### config.mk
export PLATFORM = sky130hd
export DESIGN_NAME = asr_ctrl
export DESIGN_NICKNAME = d
export VERILOG_FILES = /design/src/rtl/asr_sync.v /design/src/rtl/asr_ctrl.v
export VERILOG_INCLUDE_DIRS = /design/src /design/src/rtl
export SDC_FILE = /design/constraint.sdc
export NUM_CORES = 1
export LEC_CHECK = 0
export ABC_AREA = 1
export BUFFER_PORTS_ARGS = -buffer_cell sky130_fd_sc_hd__buf_2
export CELL_PAD_IN_SITES_DETAIL_PLACEMENT = 2
export CELL_PAD_IN_SITES_GLOBAL_PLACEMENT = 2
export CORE_UTILIZATION = 30
export DETAILED_ROUTE_END_ITERATION = 12
export HOLD_SLACK_MARGIN = 0.1
export MAX_ROUTING_LAYER = met4
export PLACE_DENSITY = 0.88
export REMOVE_ABC_BUFFERS = 1
export SYNTH_ARGS = -nofsm -noshare
export SYNTH_HDL_FRONTEND = slang
export SYNTH_SLANG_ARGS = --single-unit
export TNS_END_PERCENT = 1
### constraint.sdc
create_clock -name CLK -period 2.2 [get_ports CLK]
set_input_delay 0.33 -clock CLK [delete_from_list [all_inputs] [get_ports CLK]]
set_output_delay 0.33 -clock CLK [all_outputs]
set_load 0.02 [all_outputs]
### src/rtl/asr_consts.vh
// Purpose: constants for the static memory controller
// Assumes: 40 MHz clock, 25 ns period
// Notes:   times in ns, counts derived by rounding up
`ifndef ASR_CONSTS_VH
`define ASR_CONSTS_VH
// ==========================================
// clock and memory timing
`define ASR_CLK_NS      25
`define ASR_T_ACC_NS    45
`define ASR_T_WP_NS     30
`define ASR_T_SD_NS     15
`define ASR_T_REC_NS    5
`define ASR_ACC_CYC     ((`ASR_T_ACC_NS + `ASR_CLK_NS - 1) / `ASR_CLK_NS)
`define ASR_WP_CYC      ((`ASR_T_WP_NS + `ASR_CLK_NS - 1) / `ASR_CLK_NS)
`define ASR_REC_CYC     ((`ASR_T_REC_NS + `ASR_CLK_NS - 1) / `ASR_CLK_NS)
// ==========================================
// array geometry and phase counter width
`define ASR_ADDR_W      16
`define ASR_CNT_W       4
// ==========================================
// synchroniser latency and reset values
`define ASR_SYNC_CYC    4'h4
`define ASR_ADDR_RST    16'h0000
`endif

### src/rtl/asr_sync.v
// Purpose: three-stage synchroniser for the memory's data output pin
// Assumes: one clock domain
// Notes:   a change counts once stages two and three agree
`timescale 1ns/10ps
`default_nettype none
module asr_sync (
  // clock and reset
  input  wire CLK,
  input  wire RST_B,
  // pin and result
  input  wire din,
  output reg  dout
);
  reg s1_reg;
  reg s2_reg;
  reg s3_reg;
  always @(posedge CLK) begin
    if (!RST_B) begin
      s1_reg <= 1'b0;
      s2_reg <= 1'b0;
      s3_reg <= 1'b0;
      dout   <= 1'b0;
    end else begin
      s1_reg <= din;
      s2_reg <= s1_reg;
      s3_reg <= s2_reg;
      if (s2_reg == s3_reg) begin
        dout <= s3_reg;
      end
    end
  end
endmodule
`default_nettype wire

### src/rtl/asr_ctrl.v
// Purpose: controller driving a 64k x 1 asynchronous static memory
// Assumes: one request at a time; REQ_READY shows when one is taken, except a chained read
// Notes:   write ends by raising both enables together; data held after
`timescale 1ns/10ps
`default_nettype none
`include "asr_consts.vh"
// ==========================================
// Notes on behaviour
// RULE_01: a write happens only while both enables are low and ends when either rises.
// RULE_02: data setup and hold are timed against the enable edge that ends the write.
// RULE_03: with chip enable high the memory is deselected and its output floats.
// RULE_04: chip enable low with write enable high reads the addressed bit.
// RULE_05: both enables low makes the memory take the data input pin level.
// RULE_06: if both enables rise together the output stays floating.
// RULE_07: address pins map 0-4 to row 3-7, 5-12 to columns 7,6,2,3,1,0,4,5, 13-15 to row 0-2.
// RULE_08: reads may keep chip enable low, the output following each address change.
// RULE_09: write enable stays high for the whole of each read.
// RULE_10: the address is valid before or as chip enable falls for a read.
// RULE_11: the memory holds 65,536 one-bit words with separate data in and out pins.
// RULE_12: the output floats whenever write enable is low.
// RULE_13: the stored value is the input level at the rising edge ending the write.
module asr_ctrl #(
  parameter ACC_CYC = `ASR_ACC_CYC,
  parameter WP_CYC  = `ASR_WP_CYC,
  parameter REC_CYC = `ASR_REC_CYC
) (
  // clock and reset
  input  wire                   CLK,
  input  wire                   RST_B,
  // user request
  input  wire                   REQ_VALID,
  input  wire                   REQ_WRITE,
  input  wire [`ASR_ADDR_W-1:0] REQ_ADDR,
  input  wire                   REQ_WDATA,
  output reg                    REQ_READY,
  // user answer
  output reg                    RD_VALID,
  output reg                    RD_DATA,
  // memory pins
  output reg  [`ASR_ADDR_W-1:0] MEM_ADDR,
  output reg                    MEM_CE_B,
  output reg                    MEM_WE_B,
  output reg                    MEM_DATA_IN_PIN,
  input  wire                   MEM_DATA_OUT,
  input  wire                   MEM_DATA_OUT_OE
);
  // ==========================================
  // states
  localparam [2:0] ST_IDLE = 3'h0;
  localparam [2:0] ST_RD   = 3'h1;
  localparam [2:0] ST_WR   = 3'h2;
  localparam [2:0] ST_REC  = 3'h3;
  localparam [2:0] ST_WSET = 3'h4;

  // ==========================================
  // helper functions
  // counts are small; the low bits are kept on purpose
  function [`ASR_CNT_W-1:0] to_cnt;
    input integer val;
    begin
      to_cnt = val[`ASR_CNT_W-1:0];
    end
  endfunction

  // true in the last cycle of a phase that lasts len cycles
  function last_cyc;
    input [`ASR_CNT_W-1:0] cnt;
    input [`ASR_CNT_W-1:0] len;
    begin
      last_cyc = (cnt == len - 4'h1);
    end
  endfunction

  // ==========================================
  // phase lengths
  // the data output pin passes the synchroniser before it is read,
  // so a read waits for access time plus synchroniser latency
  localparam [`ASR_CNT_W-1:0] SYNC_LEN = `ASR_SYNC_CYC;
  localparam [`ASR_CNT_W-1:0] ACC_LEN  = to_cnt(ACC_CYC);
  localparam [`ASR_CNT_W-1:0] WP_LEN   = to_cnt(WP_CYC);
  localparam [`ASR_CNT_W-1:0] REC_LEN  = to_cnt(REC_CYC);
  localparam [`ASR_CNT_W-1:0] RD_LEN   = ACC_LEN + SYNC_LEN;

  // ==========================================
  // state and next values
  reg [2:0]             state_reg;
  reg [2:0]             state_next;
  reg [`ASR_CNT_W-1:0]  cnt_reg;
  reg [`ASR_CNT_W-1:0]  cnt_next;
  reg                   ready_next;
  reg                   rd_valid_next;
  reg                   rd_data_next;
  reg [`ASR_ADDR_W-1:0] addr_next;
  reg                   ce_b_next;
  reg                   we_b_next;
  reg                   din_next;
  wire                  dout_sync;
  wire                  take_idle;
  wire                  rd_last;
  wire                  take_chain;

  // ==========================================
  // data output pin synchroniser
  // MEM_DATA_OUT_OE is only informative; a floating pin reads as don't care
  asr_sync u_sync (
    .CLK   (CLK),
    .RST_B (RST_B),
    .din   (MEM_DATA_OUT),
    .dout  (dout_sync)
  );

  // ==========================================
  // request acceptance
  // a request is taken in idle with ready shown, or chained onto the
  // last cycle of a read; a pending write waits for idle instead
  assign take_idle  = REQ_VALID && REQ_READY && (state_reg == ST_IDLE);
  assign rd_last    = (state_reg == ST_RD) && last_cyc(cnt_reg, RD_LEN);
  assign take_chain = rd_last && REQ_VALID && !REQ_WRITE;

  // ==========================================
  // next-state logic
  always @* begin
    state_next    = state_reg;
    cnt_next      = cnt_reg;
    ready_next    = 1'b0;
    rd_valid_next = 1'b0;
    rd_data_next  = RD_DATA;
    addr_next     = MEM_ADDR;
    ce_b_next     = MEM_CE_B;
    we_b_next     = MEM_WE_B;
    din_next      = MEM_DATA_IN_PIN;
    case (state_reg)
      ST_IDLE: begin
        ready_next = 1'b1;
        if (take_idle) begin
          ready_next = 1'b0;
          // address goes out with chip enable for a read, one cycle ahead of it for a write, see RULE_10
          addr_next  = REQ_ADDR;
          cnt_next   = 4'h0;
          if (REQ_WRITE) begin
            // address and data settle one cycle before the write opens
            din_next   = REQ_WDATA;
            state_next = ST_WSET;
          end else begin
            // read: chip enable low, write enable held high, see RULE_04
            ce_b_next  = 1'b0;
            we_b_next  = 1'b1; // see RULE_09
            state_next = ST_RD;
          end
        end
      end
      ST_WSET: begin
        // both enables low opens the write, see RULE_01 and RULE_05
        ce_b_next  = 1'b0;
        we_b_next  = 1'b0;
        state_next = ST_WR;
      end
      ST_WR: begin
        if (last_cyc(cnt_reg, WP_LEN)) begin
          // both rise together so the output never drives, see RULE_06
          // data held stable across the ending edge, see RULE_02
          ce_b_next  = 1'b1;
          we_b_next  = 1'b1;
          cnt_next   = 4'h0;
          state_next = ST_REC;
        end else begin
          cnt_next = cnt_reg + 4'h1;
        end
      end
      ST_RD: begin
        if (rd_last) begin
          rd_data_next  = dout_sync;
          rd_valid_next = 1'b1;
          cnt_next      = 4'h0;
          if (take_chain) begin
            // back-to-back read keeps chip enable low, see RULE_08
            addr_next = REQ_ADDR;
          end else begin
            // deselect floats the output, see RULE_03
            ce_b_next  = 1'b1;
            state_next = ST_REC;
          end
        end else begin
          cnt_next = cnt_reg + 4'h1;
        end
      end
      ST_REC: begin
        // hold address and data through recovery, see RULE_13
        if (last_cyc(cnt_reg, REC_LEN)) begin
          cnt_next   = 4'h0;
          state_next = ST_IDLE;
        end else begin
          cnt_next = cnt_reg + 4'h1;
        end
      end
      default: begin
        state_next = ST_IDLE;
        ce_b_next  = 1'b1;
        we_b_next  = 1'b1;
      end
    endcase
  end

  // ==========================================
  // registers; every output leaves straight from a flip-flop
  always @(posedge CLK) begin
    if (!RST_B) begin
      state_reg       <= ST_IDLE;
      cnt_reg         <= 4'h0;
      REQ_READY       <= 1'b0;
      RD_VALID        <= 1'b0;
      RD_DATA         <= 1'b0;
      MEM_ADDR        <= `ASR_ADDR_RST;
      MEM_CE_B        <= 1'b1;
      MEM_WE_B        <= 1'b1;
      MEM_DATA_IN_PIN <= 1'b0;
    end else begin
      state_reg       <= state_next;
      cnt_reg         <= cnt_next;
      REQ_READY       <= ready_next;
      RD_VALID        <= rd_valid_next;
      RD_DATA         <= rd_data_next;
      MEM_ADDR        <= addr_next;
      MEM_CE_B        <= ce_b_next;
      MEM_WE_B        <= we_b_next;
      MEM_DATA_IN_PIN <= din_next;
    end
  end
endmodule
`default_nettype wire

==> results of run 1 <==
-- cells by family (layout without fill, tap and decap cells) --
family | count (synthesis) | count (layout) | share of synthesized area, %
fa+ha+maj | 3 | 3 | 2.27
flops | 33 | 33 | 40.0
buf+inv | 45 | 91 | 11.9
compound gates | 15 | 15 | 6.22
simple gates | 139 | 139 | 38.5
xor+xnor | 2 | 2 | 1.06
-- final cells by class --
type / instances / area (µm²) / area share (%)
clock buffer: 7 / 86.3 / 4.23
clock inverter: 1 / 30.0 / 1.47
inverter: 36 / 138 / 6.74
multi-input combinational: 159 / 793 / 38.9
sequential: 33 / 661 / 32.4
tap: 70 / 87.6 / 4.29
timing repair buffer: 47 / 245 / 12.0
-- layer usage --
layer | part of all wire (%) | vias up
met5 | 0 | -
met4 | 1.6 | 0
met3 | 3.1 | 7
met1 | 43 | 808
met2 | 52 | 29
li1 | - | 825
-- power groups by stage --
stage	Combinational [µW]	Clock [µW]	Sequential (µW)
4_1_cts	1660	612	932
6_report	1620	595	927
3_5_place_dp	1640	0	943
5_1_grt	1820	634	957
2_1_floorplan	921	0	1110
3_3_place_gp	1570	0	928
-- synth_stat cells (all sizes together) --
cell	n
o21ai	9
nand2	48
a21oi	5
xor2	2
nand3	12
a31oi	1
clkbuf	2
dfxtp	33
inv	35
nand4	18
clkinv	1
ha	3
buf	7
nor3	1
nor2	60
-- stage by stage --
stage          area, µm²  power (µW)
3_5_place_dp        1920        2580
2_1_floorplan       1590        2030
3_3_place_gp        1920        2500
4_1_cts             2040        3200
6_report            2040        3140
5_1_grt             2040        3410
-- path summary, 6_finish.rpt --
| check | startpoint | to | slack, ns | depth (start not counted) |
|---|---|---|---|---|
| min | MEM_DATA_OUT | u_sync.s1_reg | 0.23 | 3 |
| min reg2reg | u_sync.s1_reg | u_sync.s2_reg | 0.42 | 2 |
| max reg2reg | cnt_reg[0] | MEM_ADDR[0] | 0.48 | 7 |
| max | cnt_reg[0] | MEM_ADDR[0] | 0.48 | 7 |
-- worst max-delay path: cells and delay by family, from the launching register on --
kind | cells | cell delay (ns)
adders and majority gates | 1 | 0.26
and+or+nand+nor | 6 | 0.97
DFF | 1 | 0.41
-- placed cells by master, fill, tap and decap left out, drive strengths merged, types with 2 or more instances in the layout --
cell type / count
nand4: 18
o21ai: 9
xor2: 2
inv: 35
clkbuf: 7
nand3: 12
nand2: 48
a21oi: 5
nor2: 60
buf: 47
dfxtp: 33
ha: 3
==> results.json, run 1 <==
{
  "fmax_mhz": 583,
  "min_path_type": "input pin to flop",
  "crit_fanout": 16,
  "ys_ff_latch": 33,
  "grt_use_total_pct": 18.3,
  "met2_usage_pct": 32.5,
  "dp_slack_ns": 0.497,
  "syn_area_um2": 1650,
  "cts.sinks": 33,
  "vias_per_cell": 4.73,
  "cts_setup_buffers": 0,
  "drc_errors": 0,
  "place_congestion": 0.757,
  "start_kind": "flop",
  "dp.cells": 345,
  "final.setup.worst_slack_ns": 0.484,
  "grt_pass1_wl_mm": 8.08,
  "grt_pass1_vias": 1669,
  "wirelength_mm": 4.92,
  "cp_slowest_cell": "dfxtp_1",
  "cp_cell_sequence": "ha_1 > nand3_2 > nand2_1 > nand2_4 > nor2_4 > nor2_1 > nor2_1",
  "nNetsFinal": 308,
  "cp_slowest_stage_delay_ns": 0.41,
  "maxSlewViolCount": 0,
  "avgSynthCellArea_um2": 6.96,
  "initial_core_util_pct": 31.7,
  "antenna_cells": 0,
  "wire_per_inst_um": 13.9,
  "ir_worst_vdd_v": 0.000481,
  "fin_crit_ns": 1.72,
  "grt_max_degree": 17,
  "finClkSkew_ns": 0.00576,
  "hpwl_mm": 3.70,
  "largest_reg_flops": 16,
  "antenna_found_initial": 0,
  "drv_cap": 0,
  "drive_gt1_share_pct": 24.0,
  "switching_share_pct": 46.3,
  "p_switching_uw": 1450,
  "grt_setup_unrepaired": "no",
  "yosysTopAreaCell": "dfxtp_1",
  "die_height_um": 76.2,
  "synth_area_leaders": "dfxtp_1, nor2_1, nand2_1",
  "root_buffer": "clkbuf_8",
  "grt-ovfl-total": 0,
  "endpoint_kind": "flop",
  "synth_cells": 237,
  "core_um2": 5200,
  "relSlewSlack_pct": 71.7,
  "ios": 45,
  "p_leak_uw": 0.00103,
  "whs_ns": 0.226,
  "worstPathRequired_ns": 2.42,
  "path_clk_slew_ns": 0.07,
  "area_delta_synth_final_pct": 23.7,
  "met3_usage_pct": 3.23,
  "route.vias.total": 1669,
  "cp_common_cell": "nor2_1",
  "hold_viol": 0,
  "dieWidth_um": 76.2,
  "clk_latency_ns": 0.29,
  "cts_tree": "yes",
  "dieArea_um2": 5800,
  "cts_buffers": 5,
  "htreeDepth": 2,
  "port_buffers": 43,
  "clkPwrFrac_pct": 18.9,
  "rows": 26,
  "status": "finished clean",
  "crit_arrival_ns": 1.93,
  "utilization_pct": 39.2,
  "critPathKind": "flop to flop",
  "cts_resized": 0,
  "fin_cells": 353,
  "first_iter_violations": 59,
  "hold_buffers": 0,
  "power_density_nw_per_um2": 1540,
  "fill_cells": 675,
  "gr-usage-met1_pct": 20.5,
  "yosysTopAreaCellShare_pct": 40.0,
  "yosysUniqueCellTypes": 29,
  "seq_area_frac_synth_pct": 40.0,
  "ant_nets": 0,
  "synth_warnings": 0,
  "grt.busiest_layer": "met2",
  "power.share.sequential_pct": 29.5,
  "worst_slew_pin_slew_ns": 0.423,
  "timing.setup.tns_ns": 0,
  "setup_viol": 0,
  "ctsLongestPathBuffers": 2,
  "first_pass_iters": 4,
  "internal_power_uw": 1690,
  "combPwrFrac_pct": 51.6,
  "finalCritPeriodShare_pct": 78.0
}
(Power assumes the default switching activity.)
==> inputs of run 2 (changes only) <==
Settings changed: CORE_UTILIZATION 30 to 27, PLACE_DENSITY 0.88 to 0.81.
Clock period 2.2 ns to 1.8 ns, I/O delays scaled along.
==> run 2 against run 1 <==
  * Clock-buffer cell count decreased by 1
  * Combinational power increased by 35%
  * Wire length up 0.14%
  * Utilization is 4.3 points lower
  * Largest cell class unchanged
  * Flip-flop and latch count did not move
  * Die area rose by 11%
  * Critical endpoint is now cnt_reg[2]
==> results.json, run 2 (synthesized netlist as in run 1, its figures left out) <==
{
  "met2_usage_pct": 28.4,
  "cpLargestDelayFamily": "simple AND/OR/NAND/NOR gates",
  "grt_pass1_vias": 1714,
  "nNetsFinal": 312,
  "first_pass_iters": 2,
  "port_buffers": 43,
  "cts_buffers": 5,
  "hold_viol": 0,
  "final_cell_mix": "nor2_1, nand2_1, buf_2",
  "final_common_cell": "nor2_1",
  "first_iter_violations": 32,
  "hpwl_mm": 3.67,
  "grt-ovfl-total": 0,
  "cts_tree": "yes",
  "cp_slowest_stage_delay_ns": 0.42,
  "antenna_cells": 0,
  "htreeDepth": 2,
  "relSlewSlack_pct": 73.6,
  "setup_viol": 0,
  "fin_crit_ns": 1.60,
  "largest_reg_flops": 16,
  "rr_worst_depth": 6,
  "utilization_pct": 34.9,
  "path_clk_slew_ns": 0.07,
  "vias_per_cell": 4.62,
  "drv_cap": 0,
  "dieWidth_um": 80.2,
  "ir_worst_vdd_v": 0.000593,
  "worst_slew_pin_slew_ns": 0.395,
  "grt_setup_unrepaired": "no",
  "worstPathRequired_ns": 1.98,
  "ant_nets": 0,
  "antenna_found_initial": 0,
  "wirelength_mm": 4.92,
  "cts.sinks": 33,
  "finalCritPeriodShare_pct": 88.7,
  "cp_slowest_cell": "dfxtp_1",
  "endpoint_kind": "flop",
  "gr-usage-met1_pct": 20.5,
  "drc_errors": 0,
  "grt_pass1_wl_mm": 8.10,
  "grt_use_total_pct": 17.0,
  "ctsLongestPathBuffers": 2,
  "crit_fanout": 5,
  "fill_cells": 747,
  "die_height_um": 80.2,
  "status": "finished clean",
  "fmax_mhz": 627,
  "initial_core_util_pct": 27.9,
  "met3_usage_pct": 2.84,
  "dieArea_um2": 6430,
  "finClkSkew_ns": 0.00895,
  "power_density_nw_per_um2": 1860,
  "route.vias.total": 1674,
  "crit_arrival_ns": 1.77,
  "timing.setup.tns_ns": 0,
  "cts_resized": 0,
  "start_kind": "flop",
  "drive_gt1_share_pct": 25.1,
  "maxSlewViolCount": 0,
  "wire_per_inst_um": 13.6,
  "rows": 28,
  "area_delta_synth_final_pct": 25.3,
  "final_area_um2": 2070,
  "place_area_um2": 1990,
  "grt.busiest_layer": "met2",
  "p_leak_uw": 0.00105,
  "clk_latency_ns": 0.29,
  "ios": 45,
  "min_path_type": "input pin to flop",
  "core_um2": 5920,
  "grt_max_degree": 19,
  "hold_buffers": 0,
  "crit_cells": 6,
  "place_congestion": 0.833,
  "cp_cell_sequence": "ha_1 > nand3_2 > nand2_1 > nand3_1 > o21ai_0 > nor2_1",
  "path_buf_inv": 0,
  "root_buffer": "clkbuf_8",
  "cts_setup_buffers": 0,
  "critPathKind": "flop to flop",
  "hold_depth": 3
}
[run 2: stage by stage]
step / hold slack (ns) / total power (µW) / setup WS (ns) / cells
2_1_floorplan: 0.355 / 2480 / 0.240 / 228
3_3_place_gp: 0.398 / 3260 / 0.287 / 354
3_5_place_dp: 0.411 / 3350 / 0.216 / 354
4_1_cts: 0.160 / 3940 / 0.180 / 362
5_1_grt: 0.180 / 4190 / 0.0444 / 362
6_report: 0.168 / 3850 / 0.204 / 362
[run 2: cell type report]
cell class,count,area [µm²],area share [%]
Timing Repair Buffer,51,300,14.5
Sequential cell,33,661,31.9
Inverter,36,138,6.65
Tap cell,75,93.8,4.54
Multi-Input combinational cell,159,793,38.4
Clock inverter,2,10.0,0.484
Clock buffer,6,72.6,3.51
[run 2: worst min-delay path: stages]
cell	delay (ns)
buf_2	0.07
nand2_1	0.04
inv_1	0.04
[run 2: path summary, 6_finish.rpt]
check	startpoint	to	slack [ns]
max	cnt_reg[0]	cnt_reg[2]	0.20
min	MEM_DATA_OUT	u_sync.s1_reg	0.17
max reg2reg	cnt_reg[0]	cnt_reg[2]	0.20
min reg2reg	u_sync.s1_reg	u_sync.s2_reg	0.42
[run 2: per-layer routing]
layer / vias up / share of wire, %
li1: 835 / -
met1: 797 / 46
met2: 34 / 50
met3: 8 / 2.8
met4: 0 / 1.3
met5: - / 0
[run 2: power by group]
part / switching (µW) / leakage, µW / internal, µW
Clock: 293 / 0.0000450 / 269
Combinational: 1380 / 0.000734 / 800
Sequential: 145 / 0.000270 / 961
==> inputs of run 3 (changes only) <==
Settings changed: PLACE_DENSITY 0.81 to 0.76, REMOVE_ABC_BUFFERS 1 to unset.
==> run 3 against run 2 <==
  * Sequential share of layout area is 0.35 points higher
  * Worst setup slack improved by 0.011 ns
  * Flip-flop and latch count unchanged
  * Highest routed layer unchanged
==> results.json, run 3 (synthesized netlist as in run 1, its figures left out) <==
{
  "ctsLongestPathBuffers": 2,
  "crit_start": "state_reg[0]",
  "grt_setup_unrepaired": "no",
  "rr_worst_depth": 8,
  "timing.setup.tns_ns": 0,
  "grt_max_degree": 18,
  "final_area_um2": 2050,
  "crit_fanout": 16,
  "grt_pass1_wl_mm": 8.11,
  "cp_cell_sequence": "nand2_2 > nor2_4 > nand2_1 > nand2_4 > nor2_4 > buf_12 > nor2_1 > nor2_1",
  "grt_pass1_vias": 1716,
  "dieArea_um2": 6430,
  "cts_tree": "yes",
  "rr_endpoint": "MEM_ADDR[2]",
  "first_iter_violations": 48,
  "cts_resized": 0,
  "start_kind": "flop",
  "drc_errors": 0,
  "power.share.sequential_pct": 29.5,
  "fin_crit_ns": 1.58,
  "relSlewSlack_pct": 73.9,
  "dieWidth_um": 80.2,
  "area_delta_synth_final_pct": 24.0,
  "wire_per_inst_um": 13.8,
  "cts_buffers": 5,
  "ir_worst_vdd_v": 0.000540,
  "drv_cap": 0,
  "cts.sinks": 33,
  "p_switching_uw": 1820,
  "rows": 28,
  "worstPathRequired_ns": 1.98,
  "cpLargestDelayFamily": "simple AND/OR/NAND/NOR gates",
  "antenna_found_initial": 0,
  "setup_viol": 0,
  "clkPwrFrac_pct": 14.6,
  "largest_reg_flops": 16,
  "initial_core_util_pct": 27.9,
  "worst_slew_pin_slew_ns": 0.391,
  "grt_use_total_pct": 17.4,
  "synthesis.nets": 263,
  "root_buffer": "clkbuf_8",
  "internal_power_uw": 1990,
  "min_path_type": "input pin to flop",
  "crit_arrival_ns": 1.76,
  "port_buffers": 43,
  "reg2reg_slack_ns": 0.22,
  "endpoint_kind": "flop",
  "fill_cells": 752,
  "cp_slowest_stage_delay_ns": 0.55,
  "path_buf_inv": 1,
  "worstSetupEndpoint": "MEM_ADDR[2]",
  "first_pass_iters": 3,
  "hold_viol": 0,
  "vias_per_cell": 4.64,
  "place_congestion": 0.824,
  "critPathKind": "flop to flop",
  "fmax_mhz": 631,
  "status": "finished clean",
  "final_common_cell": "nor2_1",
  "hold_buffers": 0,
  "combPwrFrac_pct": 55.9,
  "htreeDepth": 2,
  "finClkSkew_ns": 0.00434,
  "final_cell_mix": "nor2_1, nand2_1, buf_2",
  "hpwl_mm": 3.73,
  "grt-ovfl-total": 0,
  "finalCritPeriodShare_pct": 88.0,
  "switching_share_pct": 47.7,
  "crit_cells": 8,
  "maxSlewViolCount": 0,
  "core_um2": 5920,
  "place_area_um2": 1960,
  "die_height_um": 80.2,
  "ant_nets": 0,
  "p_leak_uw": 0.00103,
  "cts_setup_buffers": 0,
  "cp_slowest_cell": "dfxtp_1",
  "drive_gt1_share_pct": 24.3,
  "r2r-start": "state_reg[0]",
  "power_density_nw_per_um2": 1860,
  "ios": 45,
  "antenna_cells": 0,
  "wirelength_mm": 4.94,
  "nNetsFinal": 309,
  "path_clk_slew_ns": 0.07,
  "route.vias.total": 1667,
  "clk_latency_ns": 0.29
}
run 3: worst min path at each step:
stage                              from            end  slack [ns]  cells after the start
after floorplan            MEM_DATA_OUT  u_sync.s1_reg        0.37                      2
after global placement    u_sync.s1_reg  u_sync.s2_reg        0.40                      2
after detailed placement  u_sync.s1_reg  u_sync.s2_reg        0.41                      2
after CTS                  MEM_DATA_OUT  u_sync.s1_reg        0.16                      3
after global routing       MEM_DATA_OUT  u_sync.s1_reg        0.18                      3
final                      MEM_DATA_OUT  u_sync.s1_reg        0.17                      3
run 3: final cells by class:
| type | count | area, µm² | share of cell area (%) |
|---|---|---|---|
| clock buffer | 6 | 72.6 | 3.55 |
| timing repair buffer | 48 | 278 | 13.6 |
| clock inverter | 2 | 10.0 | 0.489 |
| inverter | 36 | 138 | 6.73 |
| sequential | 33 | 661 | 32.3 |
| multi-input combinational | 159 | 793 | 38.8 |
| tap | 75 | 93.8 | 4.59 |
run 3: metal layers:
| layer | part of all wire (%) | up-vias | GRT usage, % |
|---|---|---|---|
| met3 | 3.2 | 7 | 4.32 |
| met5 | 0 | - | - |
| met2 | 50 | 28 | 29.7 |
| met1 | 45 | 800 | 19.1 |
| met4 | 1.9 | 0 | 7.86 |
| li1 | - | 832 | - |
run 3: tightest hold or removal path: cells and delay by family:
family	cells	cell delay, ns
buffers and inverters	2	0.11
AND/OR/NAND/NOR	1	0.04
run 3: stage by stage:
step                      std cells  hold slack [ns]  total power [µW]  setup WS, ns  utilization [%]
final                           359            0.165              3810         0.215             34.6
after global placement          351            0.396              3210         0.264             33.2
after detailed placement        351            0.413              3300         0.211             33.2
after global routing            359            0.176              4160        0.0959             34.6
after floorplan                 237            0.368              2610         0.340                -
after CTS                       359            0.162              3880         0.190             34.6
run 3: power by group through the flow:
stage                     clock [µW]  sequential, µW  combinational (µW)
after floorplan                    0            1330                1280
after global placement             0            1130                2080
final                            558            1120                2130
after detailed placement           0            1150                2160
after CTS                        584            1130                2170
after global routing             615            1160                2380
